<file path="src/spcr_defs.svh">
// Purpose: Offsets, field positions, reset values and timing counts for the serial port config block
// Assumes: APB slave at 250 MHz, one word per register
// Notes:   Definitions only
`ifndef SPCR_DEFS_SVH
`define SPCR_DEFS_SVH

`define SPCR_OFF_PORT       12'h000
`define SPCR_OFF_ADDR       12'h004
`define SPCR_OFF_MB         12'h008
`define SPCR_OFF_RELAY      12'h00c
`define SPCR_OFF_EVENTS     12'h010
`define SPCR_OFF_STATUS     12'h014

`define SPCR_PORT_MODE_LSB  0
`define SPCR_PORT_BAUD_LSB  4
`define SPCR_PORT_TERM_BIT  8
`define SPCR_MB_ID_LSB      0
`define SPCR_MB_BAUD_LSB    8
`define SPCR_MB_PAR_LSB     12
`define SPCR_MB_STOP_BIT    14

`define SPCR_RST_MODE       2'h0
`define SPCR_RST_BAUD       3'h3
`define SPCR_RST_BUS_ADDR   8'h11
`define SPCR_RST_TERM       1'h0
`define SPCR_RST_MB_ID      8'h0b
`define SPCR_RST_MB_PAR     2'h0
`define SPCR_RST_MB_STOP    1'h1
`define SPCR_RST_RELAY      4'h0
`define SPCR_MB_ID_MIN      8'h01
`define SPCR_MB_ID_MAX      8'hf7
`define SPCR_BROADCAST      8'h00

`define SPCR_CLK_HZ         250000000
`define SPCR_PULSE_MS       100
`define SPCR_PULSE_CYC      (`SPCR_CLK_HZ / 1000 * `SPCR_PULSE_MS)
`define SPCR_QUEUE_MAX      16'hffff

`endif

</file>
<file path="src/spcr_pkg.sv">
// Purpose: Types for the serial port config and relay select block
// Assumes: Constants come from spcr_defs.svh
// Notes:   Types only
package spcr_pkg;

  typedef enum logic [1:0]
  {
    SPCR_MODE_OFF = 2'h0,
    SPCR_MODE_P2P = 2'h1,
    SPCR_MODE_BUS = 2'h2
  } spcr_mode_t;

  typedef enum logic [1:0]
  {
    SPCR_PAR_NONE = 2'h0,
    SPCR_PAR_ODD  = 2'h1,
    SPCR_PAR_EVEN = 2'h2
  } spcr_par_t;

  typedef enum logic [3:0]
  {
    SPCR_SRC_OFF     = 4'h0,
    SPCR_SRC_FLO_LO  = 4'h1,
    SPCR_SRC_FLO_HI  = 4'h2,
    SPCR_SRC_FLO_IN  = 4'h3,
    SPCR_SRC_PRS_LO  = 4'h4,
    SPCR_SRC_PRS_HI  = 4'h5,
    SPCR_SRC_PRS_IN  = 4'h6,
    SPCR_SRC_TMP_LO  = 4'h7,
    SPCR_SRC_TMP_HI  = 4'h8,
    SPCR_SRC_TMP_IN  = 4'h9,
    SPCR_SRC_TOT1    = 4'ha,
    SPCR_SRC_TOT2    = 4'hb,
    SPCR_SRC_PULSE   = 4'hc,
    SPCR_SRC_ALARM   = 4'hd,
    SPCR_SRC_DIAG    = 4'he,
    SPCR_SRC_MANUAL  = 4'hf
  } spcr_src_t;

  typedef enum logic [1:0]
  {
    SPCR_PLS_IDLE = 2'h0,
    SPCR_PLS_HIGH = 2'h1,
    SPCR_PLS_GAP  = 2'h3
  } spcr_pls_t;

  // Event inputs, synchronised before use
  typedef struct packed
  {
    logic flow_lo;
    logic flow_hi;
    logic prs_lo;
    logic prs_hi;
    logic tmp_lo;
    logic tmp_hi;
    logic first_totalizer_limit;
    logic second_totalizer_limit;
    logic diag;
    logic pulse_req;
  } spcr_evt_t;

  // Received frame address check
  typedef struct packed
  {
    logic       valid;
    logic [7:0] addr;
  } spcr_cmd_t;

  typedef struct packed
  {
    logic       execute;
    logic       reply;
  } spcr_dec_t;

  typedef struct packed
  {
    spcr_mode_t  mode;
    logic [2:0]  baud;
    logic [7:0]  bus_addr;
    logic        line_terminator;
    logic [7:0]  mb_id;
    logic [2:0]  mb_baud;
    spcr_par_t   mb_par;
    logic        mb_stop2;
    spcr_src_t   relay_src;
    logic [31:0] prdata;
    spcr_evt_t   evt_s1;
    spcr_evt_t   evt_s2;
    logic        pulse_req_prev;
    logic [15:0] queue;
    logic        queue_ovf;
    spcr_pls_t   pls;
    logic [24:0] pls_cnt;
    logic        pulse_out;
    logic        relay;
    spcr_dec_t   dec;
  } spcr_state_t;

endpackage

</file>
<file path="src/spcr_top.sv">
// Purpose: Serial port and Modbus settings, relay source selector and pulse output queue
// Assumes: APB master on pclk, event inputs asynchronous to pclk
// Notes:   Baud divisors are left to the UART that reads the rate codes
`timescale 1ns/1ps
`include "spcr_defs.svh"

module spcr_top
(
  input  wire logic              pclk,
  input  wire logic              presetn,
  input  wire logic              psel,
  input  wire logic              penable,
  input  wire logic              pwrite,
  input  wire logic [11:0]       paddr,
  input  wire logic [31:0]       pwdata,
  output logic      [31:0]       prdata,
  output logic                   pready,
  output logic                   pslverr,
  input  wire spcr_pkg::spcr_evt_t events,
  input  wire spcr_pkg::spcr_cmd_t cmd,
  output logic                   cmd_execute,
  output logic                   cmd_reply,
  output logic                   mb_rtu_only,
  output logic      [1:0]        port_mode,
  output logic      [2:0]        port_baud,
  output logic                   line_terminator,
  output logic      [7:0]        mb_id,
  output logic      [2:0]        mb_baud,
  output logic      [1:0]        mb_parity,
  output logic                   mb_stop2,
  output logic                   solid_state_switch_output
);

  localparam logic [24:0] PULSE_CYC = 25'(`SPCR_PULSE_CYC);

  spcr_pkg::spcr_state_t s_q;
  spcr_pkg::spcr_state_t s_d;
  logic                  wr;
  logic                  rd;
  logic                  hit;
  logic                  flo_in;
  logic                  prs_in;
  logic                  tmp_in;
  logic                  any_alarm;
  logic                  pulse_edge;
  spcr_pkg::spcr_evt_t   ev;

  assign hit = (paddr == `SPCR_OFF_PORT) || (paddr == `SPCR_OFF_ADDR) || (paddr == `SPCR_OFF_MB)
            || (paddr == `SPCR_OFF_RELAY) || (paddr == `SPCR_OFF_EVENTS) || (paddr == `SPCR_OFF_STATUS);
  assign wr  = psel && penable && pwrite && hit;
  assign rd  = psel && !penable && !pwrite;
  assign ev  = s_q.evt_s2;

  assign flo_in     = !ev.flow_lo && !ev.flow_hi;
  assign prs_in     = !ev.prs_lo && !ev.prs_hi;
  assign tmp_in     = !ev.tmp_lo && !ev.tmp_hi;
  assign any_alarm  = ev.flow_lo | ev.flow_hi | ev.prs_lo | ev.prs_hi | ev.tmp_lo | ev.tmp_hi
                    | ev.first_totalizer_limit | ev.second_totalizer_limit;
  assign pulse_edge = ev.pulse_req && !s_q.pulse_req_prev;

  always_comb
  begin
    s_d        = s_q;
    s_d.evt_s1 = events;
    s_d.evt_s2 = s_q.evt_s1;
    s_d.pulse_req_prev = ev.pulse_req;

    // Illegal codes are dropped so the field only ever holds a listed setting
    if (wr)
    begin
      unique case (paddr)
        `SPCR_OFF_PORT:
        begin
          if (pwdata[`SPCR_PORT_MODE_LSB +: 2] != 2'h3)
          begin
            s_d.mode = spcr_pkg::spcr_mode_t'(pwdata[`SPCR_PORT_MODE_LSB +: 2]);
          end
          s_d.baud = pwdata[`SPCR_PORT_BAUD_LSB +: 3];
          // Termination is refused outside multidrop to protect the transceiver
          s_d.line_terminator = pwdata[`SPCR_PORT_TERM_BIT]
                             && (pwdata[`SPCR_PORT_MODE_LSB +: 2] == spcr_pkg::SPCR_MODE_BUS);
        end
        `SPCR_OFF_ADDR:
        begin
          if (pwdata[7:0] != `SPCR_BROADCAST)
          begin
            s_d.bus_addr = pwdata[7:0];
          end
        end
        `SPCR_OFF_MB:
        begin
          if (pwdata[`SPCR_MB_ID_LSB +: 8] >= `SPCR_MB_ID_MIN && pwdata[`SPCR_MB_ID_LSB +: 8] <= `SPCR_MB_ID_MAX)
          begin
            s_d.mb_id = pwdata[`SPCR_MB_ID_LSB +: 8];
          end
          s_d.mb_baud = pwdata[`SPCR_MB_BAUD_LSB +: 3];
          if (pwdata[`SPCR_MB_PAR_LSB +: 2] != 2'h3)
          begin
            s_d.mb_par = spcr_pkg::spcr_par_t'(pwdata[`SPCR_MB_PAR_LSB +: 2]);
          end
          s_d.mb_stop2 = pwdata[`SPCR_MB_STOP_BIT];
        end
        `SPCR_OFF_RELAY:
        begin
          s_d.relay_src = spcr_pkg::spcr_src_t'(pwdata[3:0]);
        end
        `SPCR_OFF_STATUS:
        begin
          if (pwdata[0])
          begin
            s_d.queue_ovf = 1'b0;
          end
        end
        default:
        begin
        end
      endcase
    end

    if (rd)
    begin
      s_d.prdata = 32'h0;
      unique case (paddr)
        `SPCR_OFF_PORT:   s_d.prdata = {23'h0, s_q.line_terminator, 1'b0, s_q.baud, 2'h0, s_q.mode};
        `SPCR_OFF_ADDR:   s_d.prdata = {24'h0, s_q.bus_addr};
        `SPCR_OFF_MB:     s_d.prdata = {17'h0, s_q.mb_stop2, s_q.mb_par, 1'b0, s_q.mb_baud, s_q.mb_id};
        `SPCR_OFF_RELAY:  s_d.prdata = {28'h0, s_q.relay_src};
        `SPCR_OFF_EVENTS: s_d.prdata = {22'h0, ev};
        `SPCR_OFF_STATUS: s_d.prdata = {14'h0, s_q.queue, s_q.relay, s_q.queue_ovf};
        default:          s_d.prdata = 32'h0;
      endcase
    end

    // Pulse queue: saturating count, drained one pulse per output period
    unique case (s_q.pls)
      spcr_pkg::SPCR_PLS_IDLE:
      begin
        s_d.pulse_out = 1'b0;
        if (s_q.queue != 16'h0 || pulse_edge)
        begin
          s_d.pls       = spcr_pkg::SPCR_PLS_HIGH;
          s_d.pls_cnt   = 25'h0;
          s_d.pulse_out = 1'b1;
          if (!pulse_edge)
          begin
            s_d.queue = s_q.queue - 16'h1;
          end
        end
        else if (pulse_edge)
        begin
          s_d.queue = s_q.queue;
        end
      end
      spcr_pkg::SPCR_PLS_HIGH:
      begin
        s_d.pls_cnt = s_q.pls_cnt + 25'h1;
        if (s_q.pls_cnt == (PULSE_CYC >> 1) - 25'h1)
        begin
          s_d.pls       = spcr_pkg::SPCR_PLS_GAP;
          s_d.pulse_out = 1'b0;
        end
      end
      spcr_pkg::SPCR_PLS_GAP:
      begin
        s_d.pls_cnt = s_q.pls_cnt + 25'h1;
        if (s_q.pls_cnt == PULSE_CYC - 25'h1)
        begin
          s_d.pls = spcr_pkg::SPCR_PLS_IDLE;
        end
      end
      default:
      begin
        s_d.pls = spcr_pkg::SPCR_PLS_IDLE;
      end
    endcase

    // Request during a busy output goes to the queue; overflow flag set wins over clear
    if (pulse_edge && s_q.pls != spcr_pkg::SPCR_PLS_IDLE)
    begin
      if (s_q.queue == `SPCR_QUEUE_MAX)
      begin
        s_d.queue_ovf = 1'b1;
      end
      else
      begin
        s_d.queue = s_q.queue + 16'h1;
      end
    end

    unique case (s_q.relay_src)
      spcr_pkg::SPCR_SRC_OFF:    s_d.relay = 1'b0;
      spcr_pkg::SPCR_SRC_FLO_LO: s_d.relay = ev.flow_lo;
      spcr_pkg::SPCR_SRC_FLO_HI: s_d.relay = ev.flow_hi;
      spcr_pkg::SPCR_SRC_FLO_IN: s_d.relay = flo_in;
      spcr_pkg::SPCR_SRC_PRS_LO: s_d.relay = ev.prs_lo;
      spcr_pkg::SPCR_SRC_PRS_HI: s_d.relay = ev.prs_hi;
      spcr_pkg::SPCR_SRC_PRS_IN: s_d.relay = prs_in;
      spcr_pkg::SPCR_SRC_TMP_LO: s_d.relay = ev.tmp_lo;
      spcr_pkg::SPCR_SRC_TMP_HI: s_d.relay = ev.tmp_hi;
      spcr_pkg::SPCR_SRC_TMP_IN: s_d.relay = tmp_in;
      spcr_pkg::SPCR_SRC_TOT1:   s_d.relay = ev.first_totalizer_limit;
      spcr_pkg::SPCR_SRC_TOT2:   s_d.relay = ev.second_totalizer_limit;
      spcr_pkg::SPCR_SRC_PULSE:  s_d.relay = s_q.queue_ovf;
      spcr_pkg::SPCR_SRC_ALARM:  s_d.relay = any_alarm;
      spcr_pkg::SPCR_SRC_DIAG:   s_d.relay = ev.diag;
      spcr_pkg::SPCR_SRC_MANUAL: s_d.relay = 1'b1;
    endcase

    // Address filter for frames handed up by the receiver
    s_d.dec = '0;
    if (cmd.valid)
    begin
      unique case (s_q.mode)
        spcr_pkg::SPCR_MODE_P2P:
        begin
          s_d.dec = '{execute: 1'b1, reply: 1'b1};
        end
        spcr_pkg::SPCR_MODE_BUS:
        begin
          if (cmd.addr == `SPCR_BROADCAST)
          begin
            s_d.dec = '{execute: 1'b1, reply: 1'b0};
          end
          else if (cmd.addr == s_q.bus_addr)
          begin
            s_d.dec = '{execute: 1'b1, reply: 1'b1};
          end
        end
        default:
        begin
          s_d.dec = '0;
        end
      endcase
    end
  end

  always_ff @(posedge pclk or negedge presetn)
  begin
    if (!presetn)
    begin
      s_q                 <= '0;
      s_q.mode            <= spcr_pkg::spcr_mode_t'(`SPCR_RST_MODE);
      s_q.baud            <= `SPCR_RST_BAUD;
      s_q.bus_addr        <= `SPCR_RST_BUS_ADDR;
      s_q.line_terminator <= `SPCR_RST_TERM;
      s_q.mb_id           <= `SPCR_RST_MB_ID;
      s_q.mb_baud         <= `SPCR_RST_BAUD;
      s_q.mb_par          <= spcr_pkg::spcr_par_t'(`SPCR_RST_MB_PAR);
      s_q.mb_stop2        <= `SPCR_RST_MB_STOP;
      s_q.relay_src       <= spcr_pkg::spcr_src_t'(`SPCR_RST_RELAY);
    end
    else
    begin
      s_q <= s_d;
    end
  end

  assign prdata                    = s_q.prdata;
  assign pready                    = 1'b1;
  assign pslverr                   = psel && penable && !hit;
  assign cmd_execute               = s_q.dec.execute;
  assign cmd_reply                 = s_q.dec.reply;
  assign mb_rtu_only               = 1'b1;
  assign port_mode                 = s_q.mode;
  assign port_baud                 = s_q.baud;
  assign line_terminator           = s_q.line_terminator;
  assign mb_id                     = s_q.mb_id;
  assign mb_baud                   = s_q.mb_baud;
  assign mb_parity                 = s_q.mb_par;
  assign mb_stop2                  = s_q.mb_stop2;
  assign solid_state_switch_output = s_q.pulse_out | s_q.relay;

endmodule
</file>
<file path="config.mk">
export PLATFORM = sky130hd
export DESIGN_NAME = spcr_top
export DESIGN_NICKNAME = d
export VERILOG_FILES = /design/src/spcr_pkg.sv /design/src/spcr_top.sv
export VERILOG_INCLUDE_DIRS = /design/src /design/src/src
export SDC_FILE = /design/constraint.sdc
export NUM_CORES = 1
export LEC_CHECK = 0
export BUFFER_PORTS_ARGS = -buffer_cell sky130_fd_sc_hd__clkbuf_2
export CAP_MARGIN = 20
export CORE_MARGIN = 3
export CORE_UTILIZATION = 56
export CTS_CLUSTER_DIAMETER = 150
export DETAILED_ROUTE_END_ITERATION = 10
export GPL_TIMING_DRIVEN = 0
export PLACE_DENSITY = 0.81
export SLEW_MARGIN = 0
export SYNTH_ARGS = -nofsm -noshare
export SYNTH_HDL_FRONTEND = slang
export SYNTH_SLANG_ARGS = --single-unit
</file>
<file path="constraint.sdc">
create_clock -name pclk -period 3.5 [get_ports pclk]
set_input_delay 0.7 -clock pclk [delete_from_list [all_inputs] [get_ports pclk]]
set_output_delay 0.7 -clock pclk [all_outputs]
set_load 0.02 [all_outputs]
</file>
==> impl_metrics.py, run 1 <==
metrics = {
    "status": {
        "status": "completed",
    },
    "sta": {
        "fin_tns_setup_ns": 0,
        "finalSetupViolCount": 0,
        "min_period_over_period": 0.852,
        "rsz0062_at_grt": "false",
        "drv_slew": 0,
        "fmax_mhz": 335,
        "relSlewSlack": 0.388,
        "clock_skew_ns": 0.00963,
        "hold_violations": 0,
        "min_period_ns": 2.98,
        "tightest_slew_ns": 0.918,
    },
    "pwr": {
        "ir_drop_v": 0.000387,
        "power_frac_seq": 0.414,
        "pwr_density_cell_nw_per_um2": 508,
        "p_total_w": 0.00391,
        "p_int_w": 0.00285,
        "sw_frac_of_total": 0.272,
        "switchingPower_w": 0.00106,
        "leakage_nw": 3.53,
        "clockPowerShare": 0.452,
        "combPwrFrac": 0.133,
    },
    "job": {
        "cap_viol_max_count": 0,
    },
    "grt": {
        "grt_overflow_total": 0,
        "antenna_found_initial": 0,
        "grt_pass1_wl_mm": 25.8,
        "grt_use_total": 0.253,
        "grt_max_degree": 120,
        "first_global_vias": 5188,
    },
    "finish": {
        "drive_above_1_share": 0.304,
        "ff_latch_area_sq_um": 2990,
        "multi_input_area_sq_um": 2920,
        "fin_cells": 903,
        "fin_area_sq_um": 7690,
        "area_growth_pct": 20.3,
        "antenna_cells": 0,
        "utilization": 0.701,
        "fill_cells": 791,
        "nNetsFinal": 824,
    },
    "die": {
        "start_util": 0.582,
        "ios": 126,
        "row_count": 38,
        "die-height_um": 113,
        "die_area_sq_um": 12700,
        "die_x_um": 113,
        "core_area_sq_um": 11000,
    },
    "detailed_routing": {
        "viasPerCell": 5.95,
        "firstDrtPassIters": 4,
        "top_layer_used": "met4",
        "wl_per_cell_um": 17.3,
        "wl_met3_mm": 1.40,
        "drt-initial-drc-count": 571,
        "ant_nets": 0,
        "drc": 0,
        "wl_met2_mm": 7.47,
        "routed_wl_mm": 15.6,
        "vias": 5372,
        "drt-met1-wl_mm": 6.42,
    },
    "synth": {
        "ys_ff_latch": 119,
        "seq_area_frac_synth": 0.467,
        "yosys_warnings": 0,
        "synthFlopType": "dfrtp_1",
        "syn_area_per_cell_sq_um": 10.2,
        "synth_cells": 626,
        "synth-edff-count": 0,
        "async_flop_share": 1.00,
        "synth_cell_types": 64,
        "synth_area_sq_um": 6400,
    },
    "clock_tree": {
        "cts_tree": "done",
        "cts_buffers": 17,
        "clock_sinks": 119,
        "cts.hold.buffers_added": 0,
        "clk_path_buf_depth": 2,
        "cts_max_level": 4,
        "postCtsSetupBuffers": 0,
        "clkTransAtPathRegs_ns": 0.05,
        "cts_root_buf": "clkbuf_16",
        "ctsResizeCount": 0,
        "clock_latency_ns": 0.41,
    },
    "placed_design": {
        "post_dp_cell_area_sq_um": 7080,
        "place_inst": 869,
        "gp_congestion": 0.927,
        "io_buffers": 89,
        "dp_hpwl_mm": 11.0,
    },
    "worst_setup_path": {
        "critPathArrivalTime_ns": 2.28,
        "crit_start": "paddr[1]",
        "crit_path_end_kind": "output pin",
        "crit_path_start_kind": "primary input",
        "rr_startpoint": "s_q[43]",
        "worstPathRequired_ns": 2.80,
        "critPathKind": "in2out",
        "crit_fanout": 10,
        "reg2reg_depth": 6,
    },
    "hold_path": {
        "min_path_type": "reg2reg",
        "worstHoldPathCells": 0,
        "min_from": "s_d[52]",
    },
}
[synth_stat cells (10+ instances only)]
library cell / count / area (sq um)
nor2_1: 36 / 135
nand2_1: 48 / 180
o21ai_0: 36 / 180
dfrtp_1: 109 / 2730
dfstp_2: 10 / 263
mux2_2: 22 / 248
mux2i_1: 12 / 120
nand3_1: 40 / 200
nor4_1: 15 / 93.8
nand4_1: 15 / 93.8
buf_4: 53 / 398
a21oi_1: 21 / 105
nor3_1: 14 / 70.1
xnor2_1: 18 / 158
clkbuf_1: 15 / 56.3
[routing by layer]
layer | vias up | GRT usage
li1 | 2495 | -
met1 | 2557 | 0.347
met2 | 280 | 0.396
met3 | 40 | 0.0594
met4 | 0 | 0.0929
met5 | - | 0
[kinds of logic after synthesis]
| kind of cell | synth area share |
|---|---|
| adder cells (fa/ha/maj) | 0.0117 |
| multiplexers | 0.0904 |
| buffers and inverters | 0.0839 |
| flip-flops | 0.467 |
| other | 0.00117 |
| AO/OA/AOI/OAI | 0.127 |
| XOR/XNOR | 0.0301 |
| AND/OR/NAND/NOR | 0.188 |
[worst max-delay path: stages]
cell	delay (ns)
clkbuf_2	0.08
or4_4	0.58
nor3_1	0.23
clkbuf_1	0.35
a21oi_1	0.15
clkbuf_2	0.18
[state kept, by name (all words and copies together), names as in the netlist]
name,flops
prdata,18
mb_parity,2
mb_baud,3
s_q,59
ev,10
port_baud,3
cmd_reply,1
line_terminator,1
mb_stop2,1
s_d,10
port_mode,2
mb_id,8
cmd_execute,1
[power by group through the flow]
stage	clock network, W	logic, W	registers, W
floorplan	0	0.000369	0.00160
global placement	0	0.000493	0.00163
detailed placement	0	0.000511	0.00163
CTS	0.00180	0.000515	0.00161
global route	0.00187	0.000589	0.00163
finish	0.00177	0.000521	0.00162
[stage by stage]
step,setup slack (ns),hold slack (ns)
2_1_floorplan,0.843,0.331
3_3_place_gp,0.100,0.332
3_5_place_dp,0.527,0.335
4_1_cts,0.524,0.344
5_1_grt,0.401,0.353
6_report,0.517,0.344
[worst paths after layout]
kind | to | slack (ns)
max | pslverr | 0.52
max reg2reg | s_q[25] | 0.73
min in group asynchronous | prdata[15] | 0.42
min reg2reg | ev[3] | 0.34
max in group asynchronous | ev[4] | 2.45
min | ev[3] | 0.34
[cells in the final DEF (no fill, tap or decap), types with 5 or more instances in the layout]
master	Yosys	routed
dfrtp_1	109	109
clkbuf_2	0	89
buf_4	53	53
nand2_1	48	48
nand3_1	40	40
o21ai_0	36	36
nor2_1	36	36
mux2_2	22	22
a21oi_1	21	21
xnor2_1	18	18
clkbuf_1	15	17
clkbuf_16	0	17
conb_1	2	16
nand4_1	15	15
nor4_1	15	15
nor3_1	14	14
mux2i_1	12	12
dfstp_2	10	10
inv_1	9	9
a31oi_1	9	9
and3_1	9	9
a22oi_1	9	9
or3_1	8	8
o211ai_1	8	8
mux2_4	8	8
o22ai_1	7	7
nand2b_1	6	6
ha_1	6	6
nor2b_1	5	5
nor3b_1	5	5
a32o_1	5	5
[layout make-up]
type	instances	share of cell area
Clock inverter	12	0.0194
Timing Repair Buffer	91	0.0602
Tap cell	140	0.0228
Buffer	76	0.0654
Clock buffer	20	0.0594
Multi-Input combinational cell	436	0.380
Inverter	9	0.00439
Sequential cell	119	0.389
No activity file was read; power rests on OpenSTA's default activity.
==> run 2, diff against run 1 <==
- ABC_AREA: unset -> 1
- MAX_ROUTING_LAYER: unset -> met4
- PLACE_DENSITY: 0.81 -> 0.8
==> run 2 against run 1 <==
- clock skew increased by 0.00094 ns
- design area increased by 12%
- largest cell class is now multi-input combinational cells
- wire length increased by 23%
- cell count increased by 41%
==> impl_metrics.py, run 2 <==
metrics = {
    "placed_design": {
        "place_inst": 1241,
        "dp_hpwl_mm": 14.3,
        "io_buffers": 90,
        "gp_congestion": 0.964,
    },
    "die": {
        "die_area_sq_um": 14300,
        "die-height_um": 119,
        "row_count": 40,
        "ios": 126,
        "die_x_um": 119,
        "core_area_sq_um": 12300,
        "start_util": 0.585,
    },
    "clock_tree": {
        "cts_root_buf": "clkbuf_16",
        "postCtsSetupBuffers": 0,
        "cts_buffers": 17,
        "cts_tree": "done",
        "cts.hold.buffers_added": 0,
        "clk_path_buf_depth": 2,
        "clkTransAtPathRegs_ns": 0.06,
        "ctsResizeCount": 0,
        "clock_sinks": 119,
        "cts_max_level": 4,
        "clock_latency_ns": 0.42,
    },
    "synth": {
        "ys_ff_latch": 119,
        "synth_compound_area_frac": 0.0871,
        "synth_top_family_by_area": "simple AND/OR/NAND/NOR gates",
        "synth-edff-count": 0,
        "synth_cells": 968,
        "synth_cell_types": 46,
        "yosys.area_share.adder": 0.0104,
        "seq_area_frac_synth": 0.415,
        "synth_xor_area_frac": 0.0182,
        "synth_common_cells": "nand2_1 (266), dfrtp_1 (109), inv_1 (105), nor2_1 (80), nand3_1 (76)",
        "synth_most_common_cell": "nand2_1",
        "synth_mux_area_frac": 0,
        "synth_top_area_cell": "dfrtp_1",
        "synth_area_leaders": "dfrtp_1 (38%), nand2_1 (14%), inv_1 (5.5%), buf_4 (5.4%), nand3_1 (5.3%)",
        "async_flop_share": 1.00,
        "synth_top_area_frac": 0.378,
        "synthFlopType": "dfrtp_1",
        "synth_area_sq_um": 7210,
        "yosys_warnings": 0,
        "syn_area_per_cell_sq_um": 7.45,
        "synth-simple-area-share": 0.341,
    },
    "job": {
        "cap_viol_max_count": 0,
    },
    "finish": {
        "nNetsFinal": 1166,
        "largest_reg_flops": 59,
        "largest_register": "s_q",
        "antenna_cells": 0,
        "mostFrequentLayoutCell": "nand2_1",
        "drive_above_1_share": 0.230,
        "final_cell_mix": "nand2_1 (266), dfrtp_1 (109), inv_1 (105)",
        "area_growth_pct": 19.2,
        "fin_cells": 1273,
        "utilization": 0.698,
    },
    "detailed_routing": {
        "ant_nets": 0,
        "wl_per_cell_um": 15.1,
        "vias": 6950,
        "drc": 0,
        "routed_wl_mm": 19.2,
        "viasPerCell": 5.46,
        "firstDrtPassIters": 6,
        "drt-initial-drc-count": 769,
    },
    "worst_setup_path": {
        "critPathArrivalTime_ns": 1.97,
        "crit_path_start_kind": "primary input",
        "crit_path_end_kind": "output pin",
        "critPathKind": "in2out",
        "worstPathRequired_ns": 2.80,
        "crit_slowest_cell": "nand2_1",
        "cp_cell_sequence": "clkbuf_2, nor2_1, nand2_1, nor2_4, nand2_2, nand2_1, inv_2, nand3_2, nor3_1, clkbuf_2",
        "slowest_delay_ns": 0.23,
        "crit_fanout": 5,
    },
    "sta": {
        "fmax_mhz": 374,
        "min_period_ns": 2.67,
        "rsz0062_at_grt": "false",
        "min_period_over_period": 0.763,
        "clock_skew_ns": 0.0106,
        "drv_slew": 0,
        "finalSetupViolCount": 0,
        "hold_violations": 0,
        "fin_tns_setup_ns": 0,
        "relSlewSlack": 0.358,
        "tightest_slew_ns": 0.956,
    },
    "grt": {
        "grt_pass1_wl_mm": 31.4,
        "antenna_found_initial": 0,
        "grt_overflow_total": 0,
        "first_global_vias": 6340,
        "grt_use_total": 0.283,
        "grt_max_degree": 66,
    },
    "status": {
        "status": "completed",
    },
    "pwr": {
        "ir_drop_v": 0.000515,
        "leakage_nw": 4.27,
        "pwr_density_cell_nw_per_um2": 507,
        "p_total_w": 0.00436,
    },
    "hold_path": {
        "min_path_type": "in2async",
    },
}
-- run 2: area by class of cell --
class,instances,area (sq um)
Fill cell,1040,3720
Multi-Input combinational cell,680,3360
Sequential cell,119,2990
Timing Repair Buffer,91,487
Buffer,69,487
Clock buffer,18,439
Inverter,114,428
Tap cell,168,210
Clock inverter,14,198
-- run 2: report_power, final --
part	total (W)	switching (W)	internal, W
clock	0.00188	0.000661	0.00122
sequential	0.00165	0.000138	0.00151
combinational	0.000833	0.000551	0.000282
total	0.00436	0.00135	0.00301
-- run 2: path summary, 6_finish.rpt --
kind / startpoint / endpoint / slack, ns / depth (start not counted)
setup / recovery: paddr[4] / pslverr / 0.83 / 10
hold / removal: presetn / prdata[10] / 0.24 / 1
setup reg to reg: s_q[4] / s_q[3] / 1.52 / 8
hold reg to reg: s_d[49] / ev[0] / 0.35 / 0
max in group asynchronous: presetn / mb_id[1] / 2.54 / 2
min in group pclk: s_d[49] / ev[0] / 0.35 / 0
-- run 2: critical path: cells and delay by family --
kind	cells	cell delay (ns)
simple gates	7	0.91
buf+inv	3	0.35
-- run 2: kinds of logic (layout without fill, tap and decap cells) --
group	count (synthesis)	in the layout
other	2	16
AO/OA/AOI/OAI	107	107
XOR/XNOR	15	15
buffers and inverters	183	306
adder cells (fa/ha/maj)	6	6
AND/OR/NAND/NOR	536	536
flip-flops	119	119
-- run 2: layer usage --
metal,track usage,vias to the layer above,wire (um)
met2,0.411,363,8770
met5,-,-,0
li1,-,3336,-
met4,0.0845,0,331
met3,0.0546,27,1710
met1,0.404,3224,8370
-- run 2: metrics by stage --
| step | setup WS, ns | hold slack, ns | instance area, sq um |
|---|---|---|---|
| detailed placement | 0.857 | 0.335 | 7960 |
| finish | 0.828 | 0.242 | 8590 |
| CTS | 0.839 | 0.256 | 8590 |
| global placement | -0.0687 | 0.332 | 7920 |
| global route | 0.706 | 0.270 | 8590 |
| floorplan | 1.03 | 0.331 | 7260 |
